`src/core/qpcd_pkg.sv`:
```
// Constants and types shared by the quad pot command decoder
package qpcd_pkg;
    // ********************************************************
    // Frame layout
    // ********************************************************
    localparam int BYTE_BITS = 8;
    localparam int POTS = 4;
    localparam int SETTINGS_PER_POT = 4;
    localparam logic [3:0] BIT_CNT_ACK = 4'h8;
    localparam logic [3:0] BIT_CNT_DONE = 4'h9;
    localparam logic [7:0] TAP_MIN = 8'h00;
    localparam logic [7:0] TAP_MAX = 8'hFF;
    localparam logic [7:0] RESET_TAP = 8'h00;
    localparam logic [7:0] RESET_SETTING = 8'h00;

    // ********************************************************
    // Opcodes in the upper nibble of the instruction byte
    // ********************************************************
    localparam logic [3:0] OP_RD_WIPER = 4'h9;
    localparam logic [3:0] OP_WR_WIPER = 4'hA;
    localparam logic [3:0] OP_RD_SETTING = 4'hB;
    localparam logic [3:0] OP_WR_SETTING = 4'hC;
    localparam logic [3:0] OP_XFR_TO_WIPER = 4'hD;
    localparam logic [3:0] OP_XFR_TO_SETTING = 4'hE;
    localparam logic [3:0] OP_GLOBAL_LOAD = 4'h1;
    localparam logic [3:0] OP_GLOBAL_SAVE = 4'h8;
    localparam logic [3:0] OP_INC_DEC = 4'h2;

    // ********************************************************
    // Timing
    // ********************************************************
    localparam int CLK_PERIOD_NS = 20;
    localparam int WIPER_RESPONSE_DELAY_NS = 1000;
    localparam int WIPER_RESPONSE_CYC =
        (WIPER_RESPONSE_DELAY_NS / CLK_PERIOD_NS) < 1 ? 1
        : (WIPER_RESPONSE_DELAY_NS / CLK_PERIOD_NS);
    localparam int NV_WRITE_TIME_US = 10;
    localparam int NV_WRITE_CYC_DEFAULT =
        (NV_WRITE_TIME_US * 1000 + CLK_PERIOD_NS - 1) / CLK_PERIOD_NS;

    // ********************************************************
    // Types
    // ********************************************************
    typedef enum logic [2:0] {
        QPCD_IDLE,
        QPCD_ID,
        QPCD_INSTR,
        QPCD_DATA_RX,
        QPCD_DATA_TX,
        QPCD_INC_DEC,
        QPCD_NV_WAIT
    } qpcd_state_t;

    typedef enum logic [1:0] {
        QPCD_PEND_NONE,
        QPCD_PEND_SINGLE,
        QPCD_PEND_GLOBAL
    } qpcd_pend_t;
endpackage

```
`src/core/qpcd_pin_sync.sv`:
```
// Pin synchroniser and line event detector for the two-wire link
`timescale 1ns/1ps
module qpcd_pin_sync
    import qpcd_pkg::*;
#(
    parameter int STRAP_W = 4
)
(
    // Clock and control
    input wire logic clk_sys_in,
    input wire logic srst_in,
    input wire logic ce_in,
    // Raw pins
    input wire logic scl_in,
    input wire logic sda_in,
    input wire logic [STRAP_W-1:0] strap_in,
    // Clean events and levels
    output logic scl_rise_out,
    output logic scl_fall_out,
    output logic sda_out,
    output logic start_out,
    output logic stop_out,
    output logic [STRAP_W-1:0] strap_out
);
    logic [1:0] scl_meta;
    logic [1:0] sda_meta;
    logic [STRAP_W-1:0] strap_meta;
    logic [STRAP_W-1:0] strap_sync;
    logic scl_prev;
    logic sda_prev;
    logic [1:0] next_scl_meta;
    logic [1:0] next_sda_meta;
    logic next_scl_prev;
    logic next_sda_prev;

    always_comb
    begin
        next_scl_meta = {scl_meta[0], scl_in};
        next_sda_meta = {sda_meta[0], sda_in};
        next_scl_prev = scl_meta[1];
        next_sda_prev = sda_meta[1];
    end

    always_ff @(posedge clk_sys_in)
    begin
        if (srst_in)
        begin
            scl_meta <= 2'h3;
            sda_meta <= 2'h3;
            scl_prev <= 1'b1;
            sda_prev <= 1'b1;
            strap_meta <= '0;
            strap_sync <= '0;
        end
        else if (ce_in)
        begin
            scl_meta <= next_scl_meta;
            sda_meta <= next_sda_meta;
            scl_prev <= next_scl_prev;
            sda_prev <= next_sda_prev;
            strap_meta <= strap_in;
            strap_sync <= strap_meta;
        end
    end

    // Only the second stage and its delayed copy feed edge logic
    assign scl_rise_out = ce_in & scl_meta[1] & ~scl_prev;
    assign scl_fall_out = ce_in & ~scl_meta[1] & scl_prev;
    assign sda_out = sda_meta[1];
    assign start_out = ce_in & scl_meta[1] & scl_prev & sda_prev & ~sda_meta[1];
    assign stop_out = ce_in & scl_meta[1] & scl_prev & ~sda_prev & sda_meta[1];
    assign strap_out = strap_sync;
endmodule

```
`src/core/qpcd_decoder.sv`:
```
// Command decoder for a four channel digital potentiometer on a two-wire link
`timescale 1ns/1ps
module qpcd_decoder
    import qpcd_pkg::*;
#(
    parameter int NV_WRITE_CYC = NV_WRITE_CYC_DEFAULT,
    parameter logic [3:0] DEVICE_TYPE = 4'hA // Arbitrary value
)
(
    // Clock, reset and enable
    input wire logic clk_sys_in,
    input wire logic srst_in,
    input wire logic ce_in,
    // Two-wire link pins
    input wire logic scl_in,
    input wire logic sda_in,
    output logic sda_out,
    output logic sda_oe_out,
    // Address straps
    input wire logic [3:0] address_strap_pins_in,
    // Physical wiper taps, pot 0 in the low byte
    output logic [31:0] wiper_tap_out,
    // Status
    output logic nv_busy_out,
    output logic inc_dec_active_out
);
    // ********************************************************
    // Storage and state
    // ********************************************************
    qpcd_state_t state;
    qpcd_state_t next_state;
    qpcd_pend_t pend;
    qpcd_pend_t next_pend;
    logic [3:0] bit_cnt;
    logic [3:0] next_bit_cnt;
    logic [7:0] shreg;
    logic [7:0] next_shreg;
    logic [7:0] instr;
    logic [7:0] next_instr;
    logic [7:0] pend_data;
    logic [7:0] next_pend_data;
    logic [3:0] pend_addr;
    logic [3:0] next_pend_addr;
    logic drive_low;
    logic next_drive_low;
    logic master_ack;
    logic next_master_ack;
    logic [31:0] nv_cnt;
    logic [31:0] next_nv_cnt;
    logic [7:0] wiper_position_reg [POTS];
    logic [7:0] next_wiper [POTS];
    logic [7:0] stored_setting_reg [POTS*SETTINGS_PER_POT];
    logic [7:0] next_stored [POTS*SETTINGS_PER_POT];
    logic [7:0] phys_tap [POTS];
    logic [7:0] next_phys_tap [POTS];
    logic [15:0] resp_cnt;
    logic [15:0] next_resp_cnt;

    logic scl_rise;
    logic scl_fall;
    logic sda_lvl;
    logic start_p;
    logic stop_p;
    logic [3:0] strap;
    logic [3:0] opcode;
    logic [1:0] pot_sel;
    logic [1:0] set_idx;
    logic accept;
    logic wiper_differs;
    logic [3:0] rx_addr;

    function automatic logic [3:0] setting_addr(input logic [1:0] pot, input logic [1:0] idx);
        setting_addr = {pot, idx};
    endfunction

    function automatic logic opcode_known(input logic [3:0] op);
        case (op)
            OP_RD_WIPER, OP_WR_WIPER, OP_RD_SETTING, OP_WR_SETTING,
            OP_XFR_TO_WIPER, OP_XFR_TO_SETTING, OP_GLOBAL_LOAD,
            OP_GLOBAL_SAVE, OP_INC_DEC: opcode_known = 1'b1;
            default: opcode_known = 1'b0;
        endcase
    endfunction

    // ********************************************************
    // Pin synchronisation
    // ********************************************************
    qpcd_pin_sync #(
        .STRAP_W(4)
    ) u_sync (
        .clk_sys_in(clk_sys_in),
        .srst_in(srst_in),
        .ce_in(ce_in),
        .scl_in(scl_in),
        .sda_in(sda_in),
        .strap_in(address_strap_pins_in),
        .scl_rise_out(scl_rise),
        .scl_fall_out(scl_fall),
        .sda_out(sda_lvl),
        .start_out(start_p),
        .stop_out(stop_p),
        .strap_out(strap)
    );

    // Don't-care fields are dropped by the opcode handling below
    assign opcode = instr[7:4];
    assign set_idx = instr[3:2];
    assign pot_sel = instr[1:0];
    // Setting address of the byte just received, pot bits high
    assign rx_addr = setting_addr(shreg[1:0], shreg[3:2]);

    // ********************************************************
    // Byte acceptance
    // ********************************************************
    always_comb
    begin
        case (state)
            QPCD_ID: accept = (shreg[7:4] == DEVICE_TYPE) && (shreg[3:0] == strap);
            QPCD_INSTR: accept = opcode_known(shreg[7:4]);
            QPCD_DATA_RX: accept = 1'b1;
            default: accept = 1'b0;
        endcase
    end

    // ********************************************************
    // Protocol and register next state
    // ********************************************************
    always_comb
    begin
        next_state = state;
        next_pend = pend;
        next_bit_cnt = bit_cnt;
        next_shreg = shreg;
        next_instr = instr;
        next_pend_data = pend_data;
        next_pend_addr = pend_addr;
        next_drive_low = drive_low;
        next_master_ack = master_ack;
        next_nv_cnt = nv_cnt;
        next_wiper = wiper_position_reg;
        next_stored = stored_setting_reg;
        if (state == QPCD_NV_WAIT)
        begin
            // Bus is deaf until the nonvolatile cycle ends
            next_drive_low = 1'b0;
            next_nv_cnt = nv_cnt + 32'h1;
            if (nv_cnt >= 32'(NV_WRITE_CYC - 1))
            begin
                if (pend == QPCD_PEND_GLOBAL)
                begin
                    for (int p = 0; p < POTS; p++)
                    begin
                        next_stored[setting_addr(2'(p), pend_addr[1:0])] =
                            wiper_position_reg[p];
                    end
                end
                else
                begin
                    next_stored[pend_addr] = pend_data;
                end
                next_pend = QPCD_PEND_NONE;
                next_state = QPCD_IDLE;
            end
        end
        else if (stop_p)
        begin
            next_drive_low = 1'b0;
            next_bit_cnt = 4'h0;
            next_state = QPCD_IDLE;
            if (pend != QPCD_PEND_NONE)
            begin
                next_nv_cnt = 32'h0;
                next_state = QPCD_NV_WAIT;
            end
        end
        else if (start_p)
        begin
            next_drive_low = 1'b0;
            next_bit_cnt = 4'h0;
            next_pend = QPCD_PEND_NONE;
            next_state = QPCD_ID;
        end
        else if (state == QPCD_INC_DEC)
        begin
            // Step on the fall: the rise that opens a stop must not step
            if (scl_fall)
            begin
                if (sda_lvl && wiper_position_reg[pot_sel] != TAP_MAX)
                begin
                    next_wiper[pot_sel] = wiper_position_reg[pot_sel] + 8'h01;
                end
                else if (!sda_lvl && wiper_position_reg[pot_sel] != TAP_MIN)
                begin
                    next_wiper[pot_sel] = wiper_position_reg[pot_sel] - 8'h01;
                end
            end
        end
        else if (state == QPCD_DATA_TX)
        begin
            if (scl_rise)
            begin
                next_bit_cnt = bit_cnt + 4'h1;
                if (bit_cnt == BIT_CNT_ACK)
                begin
                    next_master_ack = ~sda_lvl;
                end
            end
            if (scl_fall)
            begin
                if (bit_cnt < BIT_CNT_ACK)
                begin
                    // Rotate so a repeated read sends the same byte again
                    next_shreg = {shreg[6:0], shreg[7]};
                    next_drive_low = ~shreg[6];
                end
                else if (bit_cnt == BIT_CNT_ACK)
                begin
                    next_drive_low = 1'b0;
                end
                else if (master_ack)
                begin
                    next_bit_cnt = 4'h0;
                    next_shreg = {shreg[6:0], shreg[7]};
                    next_drive_low = ~shreg[6];
                end
                else
                begin
                    next_drive_low = 1'b0;
                    next_state = QPCD_IDLE;
                end
            end
        end
        else if (state != QPCD_IDLE)
        begin
            if (scl_rise)
            begin
                if (bit_cnt < BIT_CNT_ACK)
                begin
                    next_shreg = {shreg[6:0], sda_lvl};
                end
                next_bit_cnt = bit_cnt + 4'h1;
            end
            if (scl_fall && bit_cnt == BIT_CNT_ACK)
            begin
                if (accept)
                begin
                    next_drive_low = 1'b1;
                end
                else
                begin
                    next_state = QPCD_IDLE;
                end
            end
            if (scl_fall && bit_cnt == BIT_CNT_DONE)
            begin
                next_drive_low = 1'b0;
                next_bit_cnt = 4'h0;
                next_state = QPCD_IDLE;
                case (state)
                    QPCD_ID: next_state = QPCD_INSTR;
                    QPCD_INSTR:
                    begin
                        next_instr = shreg;
                        case (shreg[7:4])
                            OP_RD_WIPER:
                            begin
                                next_shreg = wiper_position_reg[shreg[1:0]];
                                next_drive_low = ~wiper_position_reg[shreg[1:0]][7];
                                next_state = QPCD_DATA_TX;
                            end
                            OP_RD_SETTING:
                            begin
                                next_shreg = stored_setting_reg[rx_addr];
                                next_drive_low = ~stored_setting_reg[rx_addr][7];
                                next_state = QPCD_DATA_TX;
                            end
                            OP_WR_WIPER, OP_WR_SETTING: next_state = QPCD_DATA_RX;
                            OP_XFR_TO_WIPER:
                            begin
                                next_wiper[shreg[1:0]] = stored_setting_reg[rx_addr];
                            end
                            OP_XFR_TO_SETTING:
                            begin
                                next_pend = QPCD_PEND_SINGLE;
                                next_pend_addr = rx_addr;
                                next_pend_data = wiper_position_reg[shreg[1:0]];
                            end
                            OP_GLOBAL_LOAD:
                            begin
                                for (int p = 0; p < POTS; p++)
                                begin
                                    next_wiper[p] =
                                        stored_setting_reg[setting_addr(2'(p), shreg[3:2])];
                                end
                            end
                            OP_GLOBAL_SAVE:
                            begin
                                next_pend = QPCD_PEND_GLOBAL;
                                next_pend_addr = {2'h0, shreg[3:2]};
                            end
                            OP_INC_DEC: next_state = QPCD_INC_DEC;
                            default: next_state = QPCD_IDLE;
                        endcase
                    end
                    QPCD_DATA_RX:
                    begin
                        // Extra bytes after the data byte are not acknowledged
                        if (opcode == OP_WR_WIPER)
                        begin
                            next_wiper[pot_sel] = shreg;
                        end
                        else
                        begin
                            next_pend = QPCD_PEND_SINGLE;
                            next_pend_addr = setting_addr(pot_sel, set_idx);
                            next_pend_data = shreg;
                        end
                    end
                    default: next_state = QPCD_IDLE;
                endcase
            end
        end
    end

    // ********************************************************
    // Physical wiper follows after the response delay
    // ********************************************************
    always_comb
    begin
        wiper_differs = 1'b0;
        for (int p = 0; p < POTS; p++)
        begin
            wiper_differs = wiper_differs | (phys_tap[p] != wiper_position_reg[p]);
        end
        next_phys_tap = phys_tap;
        next_resp_cnt = 16'h0;
        if (wiper_differs)
        begin
            next_resp_cnt = resp_cnt + 16'h1;
            if (resp_cnt >= 16'(WIPER_RESPONSE_CYC - 1))
            begin
                next_phys_tap = wiper_position_reg;
                next_resp_cnt = 16'h0;
            end
        end
    end

    always_ff @(posedge clk_sys_in)
    begin
        if (srst_in)
        begin
            state <= QPCD_IDLE;
            pend <= QPCD_PEND_NONE;
            bit_cnt <= 4'h0;
            shreg <= 8'h00;
            instr <= 8'h00;
            pend_data <= 8'h00;
            pend_addr <= 4'h0;
            drive_low <= 1'b0;
            master_ack <= 1'b0;
            nv_cnt <= 32'h0;
            resp_cnt <= 16'h0;
            for (int p = 0; p < POTS; p++)
            begin
                wiper_position_reg[p] <= RESET_TAP;
                phys_tap[p] <= RESET_TAP;
            end
            for (int s = 0; s < POTS*SETTINGS_PER_POT; s++)
            begin
                stored_setting_reg[s] <= RESET_SETTING;
            end
        end
        else if (ce_in)
        begin
            state <= next_state;
            pend <= next_pend;
            bit_cnt <= next_bit_cnt;
            shreg <= next_shreg;
            instr <= next_instr;
            pend_data <= next_pend_data;
            pend_addr <= next_pend_addr;
            drive_low <= next_drive_low;
            master_ack <= next_master_ack;
            nv_cnt <= next_nv_cnt;
            resp_cnt <= next_resp_cnt;
            wiper_position_reg <= next_wiper;
            phys_tap <= next_phys_tap;
            stored_setting_reg <= next_stored;
        end
    end

    // Open drain: only ever pull low
    assign sda_out = 1'b0;
    assign sda_oe_out = drive_low;
    assign wiper_tap_out = {phys_tap[3], phys_tap[2], phys_tap[1], phys_tap[0]};
    assign nv_busy_out = (state == QPCD_NV_WAIT);
    assign inc_dec_active_out = (state == QPCD_INC_DEC);
endmodule

```
`config.mk`:
```
export PLATFORM = sky130hd
export DESIGN_NAME = qpcd_decoder
export DESIGN_NICKNAME = d
export VERILOG_FILES = /design/src/core/qpcd_pkg.sv /design/src/core/qpcd_pin_sync.sv /design/src/core/qpcd_decoder.sv
export SDC_FILE = /design/constraint.sdc
export NUM_CORES = 1
export LEC_CHECK = 0
export CAP_MARGIN = 10
export CORE_MARGIN = 2
export CORE_UTILIZATION = 25
export DETAILED_ROUTE_END_ITERATION = 6
export DONT_BUFFER_PORTS = 1
export SLEW_MARGIN = 25
export SYNTH_ARGS = -nofsm -noshare
export SYNTH_HDL_FRONTEND = slang
export SYNTH_HIERARCHICAL = 1
export SYNTH_SLANG_ARGS = --single-unit
```
`constraint.sdc`:
```
create_clock -name clk_sys_in -period 3.18 [get_ports clk_sys_in]
set_input_delay 0.318 -clock clk_sys_in [delete_from_list [all_inputs] [get_ports clk_sys_in]]
set_output_delay 0.318 -clock clk_sys_in [all_outputs]
set_load 0.03 [all_outputs]
```
* Yosys cells after proc, flatten, opt, wreduce, memory -nomap -nowiden *
Memories as Yosys holds them, arrays and structs flattened. A register that Yosys moved wholly into a read port is not among the register bits.
Cells that the tools add are included.

cells by class
  $add $sub $neg = 5
  order comparisons = 22
  equality and inequality tests = 49
  multiplexer cells = 134
  bitwise operators = 36
  reductions and logical operators = 45

operators by type and width
  kind                                                                    count
  128-bit bitwise mux                                                     5
  32-bit 2-to-1 mux                                                       11
  8-bit 2-to-1 mux                                                        33
  8-bit binary-select mux with 4-bit select                               5
  8-bit demux with 4-bit select                                           5
  32-bit bitwise mux                                                      4
  128-bit 2-to-1 mux                                                      1
  32-bit one-hot mux with 2 select lines                                  2
  4-bit 2-to-1 mux                                                        14
  5-bit >= comparator, second input constant                              10
  3-bit 2-to-1 mux                                                        15
  4-bit equality test, second input constant                              10
  32-bit by 1-bit adder with 32-bit output, second input constant         1
  8-bit binary-select mux with 2-bit select                               2
  8-bit demux with 2-bit select                                           2
  32-bit by 9-bit >= comparator with 1-bit output, second input constant  1
  16-bit 2-to-1 mux                                                       2
  8-bit inequality test                                                   4
  8-bit one-hot mux with 2 select lines                                   2
  4-bit NOT with 5-bit output                                             6
  5-bit by 1-bit < comparator with 1-bit output, second input constant    5
  11-bit AND reduction                                                    2
  5-bit inequality test, second input constant                            4
  10-bit AND reduction                                                    2
  54 further kinds                                                        143

word-level totals
  flip-flop bits (word level) = 293
  memory bits (read-only) = 16
  input bits = 9
  output and inout bits = 36
  memories = 1

memory list
  memory            words  width  read ports  clocked after memory_dff  write ports  line                source
  (name not given)  16     1      1           1                         0            qpcd_decoder.sv:77  case (op)

* Logic depth before layout (Yosys ltp) *
  depth in word-level cells = 14
  mapped depth = 14

* Cells and area by module *
The synthesis kept the hierarchy.

modules (own cells, without submodules)
  module         instances  cells each  area each (µm²)  sequential area each (µm²)
  qpcd_decoder   1          1559        14111.0          5605.4
  qpcd_pin_sync  1          52          554.3            280.3

* Least setup slack after synthesis *
No wires, ideal clock.

  path type = register to register
  start = reg shreg[2]
  end = reg with a tool-made name
  setup time = 123 ps
  data arrival time = 2687 ps
  required time = 3057 ps
  setup slack = 370 ps
  cell stages (with the launch flop) = 10
  cells stage by stage = dfxtp_1 -> buf_2 -> mux4_2 -> mux4_2 -> a21oi_1 -> o21ai_0 -> a221oi_1 -> nor3_1 -> ha_1 -> a2bb2oi_1

RTL lines
  element                 line                 source
  from (decl)             qpcd_decoder.sv:36   logic [7:0] shreg;
  from (signal assigned)  qpcd_decoder.sv:378  shreg <= next_shreg;

* Worst setup path in the final report *
  start = reg shreg[2]
  end = reg shreg[4]

between the ends
  word-level cells in the longest chain between the ends = 9

RTL lines
  element                                              line                 source
  4-bit NOT with 5-bit output (not written as such)    qpcd_decoder.sv:273  next_shreg = stored_setting_reg[rx_addr];
  8-bit binary-select mux with 4-bit select            qpcd_decoder.sv:273
  8-bit 2-to-1 mux (not written as such) (2 in a row)  qpcd_decoder.sv:273
  8-bit one-hot mux with 2 select lines                qpcd_decoder.sv:264  case (shreg[7:4])
  8-bit 2-to-1 mux                                     qpcd_decoder.sv:259  case (state)
  8-bit 2-to-1 mux                                     qpcd_decoder.sv:254  if (scl_fall && bit_cnt == BIT_CNT_DONE)
  8-bit 2-to-1 mux                                     qpcd_decoder.sv:233  else if (state != QPCD_IDLE)
  8-bit 2-to-1 mux                                     qpcd_decoder.sv:198  else if (state == QPCD_DATA_TX)

No other way between the ends. The select of a mux whose other input is x is not followed.
A chain may end at the register's enable or synchronous reset.

==> impl_metrics.tcl <==
set metrics [dict create \
    critPathRequiredTime_ns 3.59 \
    seqPwrFrac 0.456 \
    clock_skew_ns 0.0123 \
    max_stage_delay_ns 0.58 \
    finalNetCount 1742 \
    endpoint_kind "flip-flop" \
    relSlewSlack 0.265 \
    grt_usage 0.154 \
    drv_slew 0 \
    sw_frac_of_total 0.215 \
    portBuffers 0 \
    multi_input_area_mm2 0.00825 \
    vias 13300 \
    hp-class "primary input to flip-flop" \
    cts_root_buf "clkbuf_16" \
    synth_fp_nets 1630 \
    hold_viol_final 0 \
    crit_type "flip-flop to flip-flop" \
    cp_max_fo 12 \
    fmax_mhz 330 \
    yosys_warnings 6 \
    crit_slowest_cell "mux4_2" \
    dp_hpwl_mm 32.5 \
    synthCells 1611 \
    largest_reg_flops 128 \
    grt_overflow 0 \
    synth_edf_count 0 \
    arrival_ns 3.44 \
    finalPower_uw 8110 \
    gp_congestion 0.955 \
    ys_seq_area_frac 0.401 \
    period_share 0.953 \
    firstDrtPassIters 6 \
    p_switching_uw 1740 \
    syn_avg_cell_area_um2 9.10 \
    antenna_found_initial 1 \
    cts_made_buffers 34 \
    syn-cell-area_mm2 0.0147 \
    p_int_uw 6360 \
    cts_tree "built" \
    numClockSinks 294 \
    seqCellArea_mm2 0.00590 \
    ys.flop_type "dfxtp_1" \
    synth_cell_types 83 \
    ys_ff_latch 294 \
    path_cells "buf_12, mux4_2, mux4_2, a211oi_2, o21ai_0, a32oi_1, nor2_1, dlygate4sd3_1" \
    core_mm2 0.0578 \
    grt_pass1_wl_mm 73.9 \
    pwr-share-comb 0.021 \
    io_pins 45 \
    antenna_left 0 \
    fp.dieW_um 246 \
    cp_common_cell "mux4_2" \
    insertion_delay_ns 0.52 \
    worst_pin_slew_ns 1.10 \
    wl_per_cell_um 19.5 \
    clkTransAtPathRegs_ns 0.07 \
    leakage_uw 0.00648 \
    viasPerCell 5.29 \
    layout-drive-gt1-share 0.159 \
    tns_ns 0 \
    clockPowerShare 0.522 \
    syn_to_final_growth_pct 23.5 \
    htree_levels 2 \
    drc_errors 0 \
    synthArstFlopShare 0 \
    power_density_mw_per_mm2 447 \
    drt-total-wl_mm 48.9 \
    maxCapViolCount 0 \
    outcome "finished clean" \
    die_area_mm2 0.0606 \
    start_util 0.254 \
    nFillCells 5905 \
    std_cell_rows 88 \
    cp-start-kind "flip-flop" \
    clk_path_buf_depth 3 \
    setup_viol 0 \
    rsz0062_at_grt "false" \
    vdd.ir_drop.worst_mv 0.349 \
    drtIter0Drc 1381 \
    grt_pass1_vias 12800 \
    dieHeight_um 246 \
    period_needed_ns 3.03 \
    grt_max_degree 254 \
]
## repair_timing
action                     in CTS  in global routing
buffers inserted                0                  6
setup endpoints to repair       0                 80
hold buffers                   80                  7
gates resized for setup         0                 15
hold endpoints to repair      242                 83
## layer usage
metal / track usage / vias up / share of wire
li1: - / 6138 / -
met5: 0 / - / 0
met2: 0.243 / 551 / 0.45
met4: 0.0588 / 0 / 0.035
met1: 0.205 / 6503 / 0.42
met3: 0.0310 / 120 / 0.087
## final timing paths
path	slack, ns	endpoint	cells past startpoint	startpoint
setup reg to reg	0.15	shreg[4]	8	shreg[2]
hold reg to reg	0.46	instr[7]	2	instr[7]
hold / removal	0.02	resp_cnt[15]	2	ce_in
setup / recovery	0.15	shreg[4]	8	shreg[2]
## kinds of logic after synthesis
kind of cell               Yosys count  synth area share
AOI/OAI and AO/OA                  388             0.195
xor gates and xnor gates            72            0.0430
adders and majority gates           10           0.00853
buffers and inverters              141            0.0407
DFF                                294             0.401
muxes                              109             0.121
other                                1          0.000256
and+or+nand+nor                    596             0.190
## worst max-delay path, delay by kind of cell (launching register included)
kind	cells	cell delay (ns)
mux	2	1.09
buf+inv	2	0.72
compound gates	3	0.65
flops	1	0.39
simple gates	1	0.06
## area by class of cell
| class | count | share of cell area |
|---|---|---|
| clock buffer | 49 | 0.0552 |
| sequential | 294 | 0.325 |
| antenna | 1 | 0.000138 |
| inverter | 28 | 0.00594 |
| tap | 765 | 0.0528 |
| clock inverter | 13 | 0.0111 |
| multi-input combinational | 1176 | 0.455 |
| timing repair buffer | 189 | 0.0940 |
## power by group through the flow
stage	combinational, uW	clock, uW	sequential (uW)
2_1_floorplan	121	0	3780
3_3_place_gp	89.9	0	3780
3_5_place_dp	91.9	0	3780
4_1_cts	110	4290	3700
5_1_grt	183	4440	3700
6_report	173	4230	3700
## Yosys cell counts (all sizes together) (8+ instances only)
cell	instances	area (um2)
nand3	36	180
nor2b	25	156
and2	13	81.3
ha	10	125
a22oi	13	97.6
dfxtp	294	5890
inv	28	105
nand2	84	315
a21oi	80	400
xnor2	22	193
or3	14	87.6
xor2	50	438
mux2i	54	541
nor2	303	1150
o211ai	8	60.1
a211oi	168	1390
buf	29	176
clkbuf	84	315
a211o	9	78.8
nand4	17	106
nor3	27	135
nand2b	13	81.3
o21ai	38	194
mux4	54	1220
nor4	20	144
a221oi	15	138
a311oi	13	120
## through the flow
| stage | utilization | std cells | setup slack [ns] | instance area [um2] | hold WS [ns] |
|---|---|---|---|---|---|
| after floorplan | - | 1611 | 0.370 | 14700 | 0.417 |
| after detailed placement | 0.275 | 2359 | 0.123 | 15900 | 0.410 |
| after global routing | 0.313 | 2514 | 0.00371 | 18100 | 0.0378 |
| after CTS | 0.310 | 2501 | 0.0146 | 17900 | -0.135 |
| after global placement | 0.275 | 2359 | 0.181 | 15900 | 0.417 |
| final | 0.313 | 2515 | 0.150 | 18100 | 0.0198 |
## placed cells by master, fill, tap and decap left out, types with 8 or more instances in the layout
master	netlist	layout
a211oi_1	143	142
and2_1	13	13
xnor2_1	22	22
nor4_1	17	17
buf_4	4	99
clkbuf_16	0	37
ha_1	10	10
o21ai_0	31	31
nand4_1	17	17
clkbuf_1	84	9
a21oi_1	80	80
a22oi_1	13	13
nor3_1	27	23
nand2b_1	13	12
a211o_1	9	9
xor2_1	50	50
a211oi_2	25	26
a311oi_1	12	12
nand3_1	36	36
a221oi_1	14	14
inv_1	26	26
mux4_2	53	53
o211ai_1	8	8
nand2_1	84	84
mux2i_1	54	54
nor2_1	299	298
dlygate4sd3_1	0	84
dfxtp_1	294	288
or3_1	14	13
nor2b_1	25	24
(Power assumes the default switching activity.)
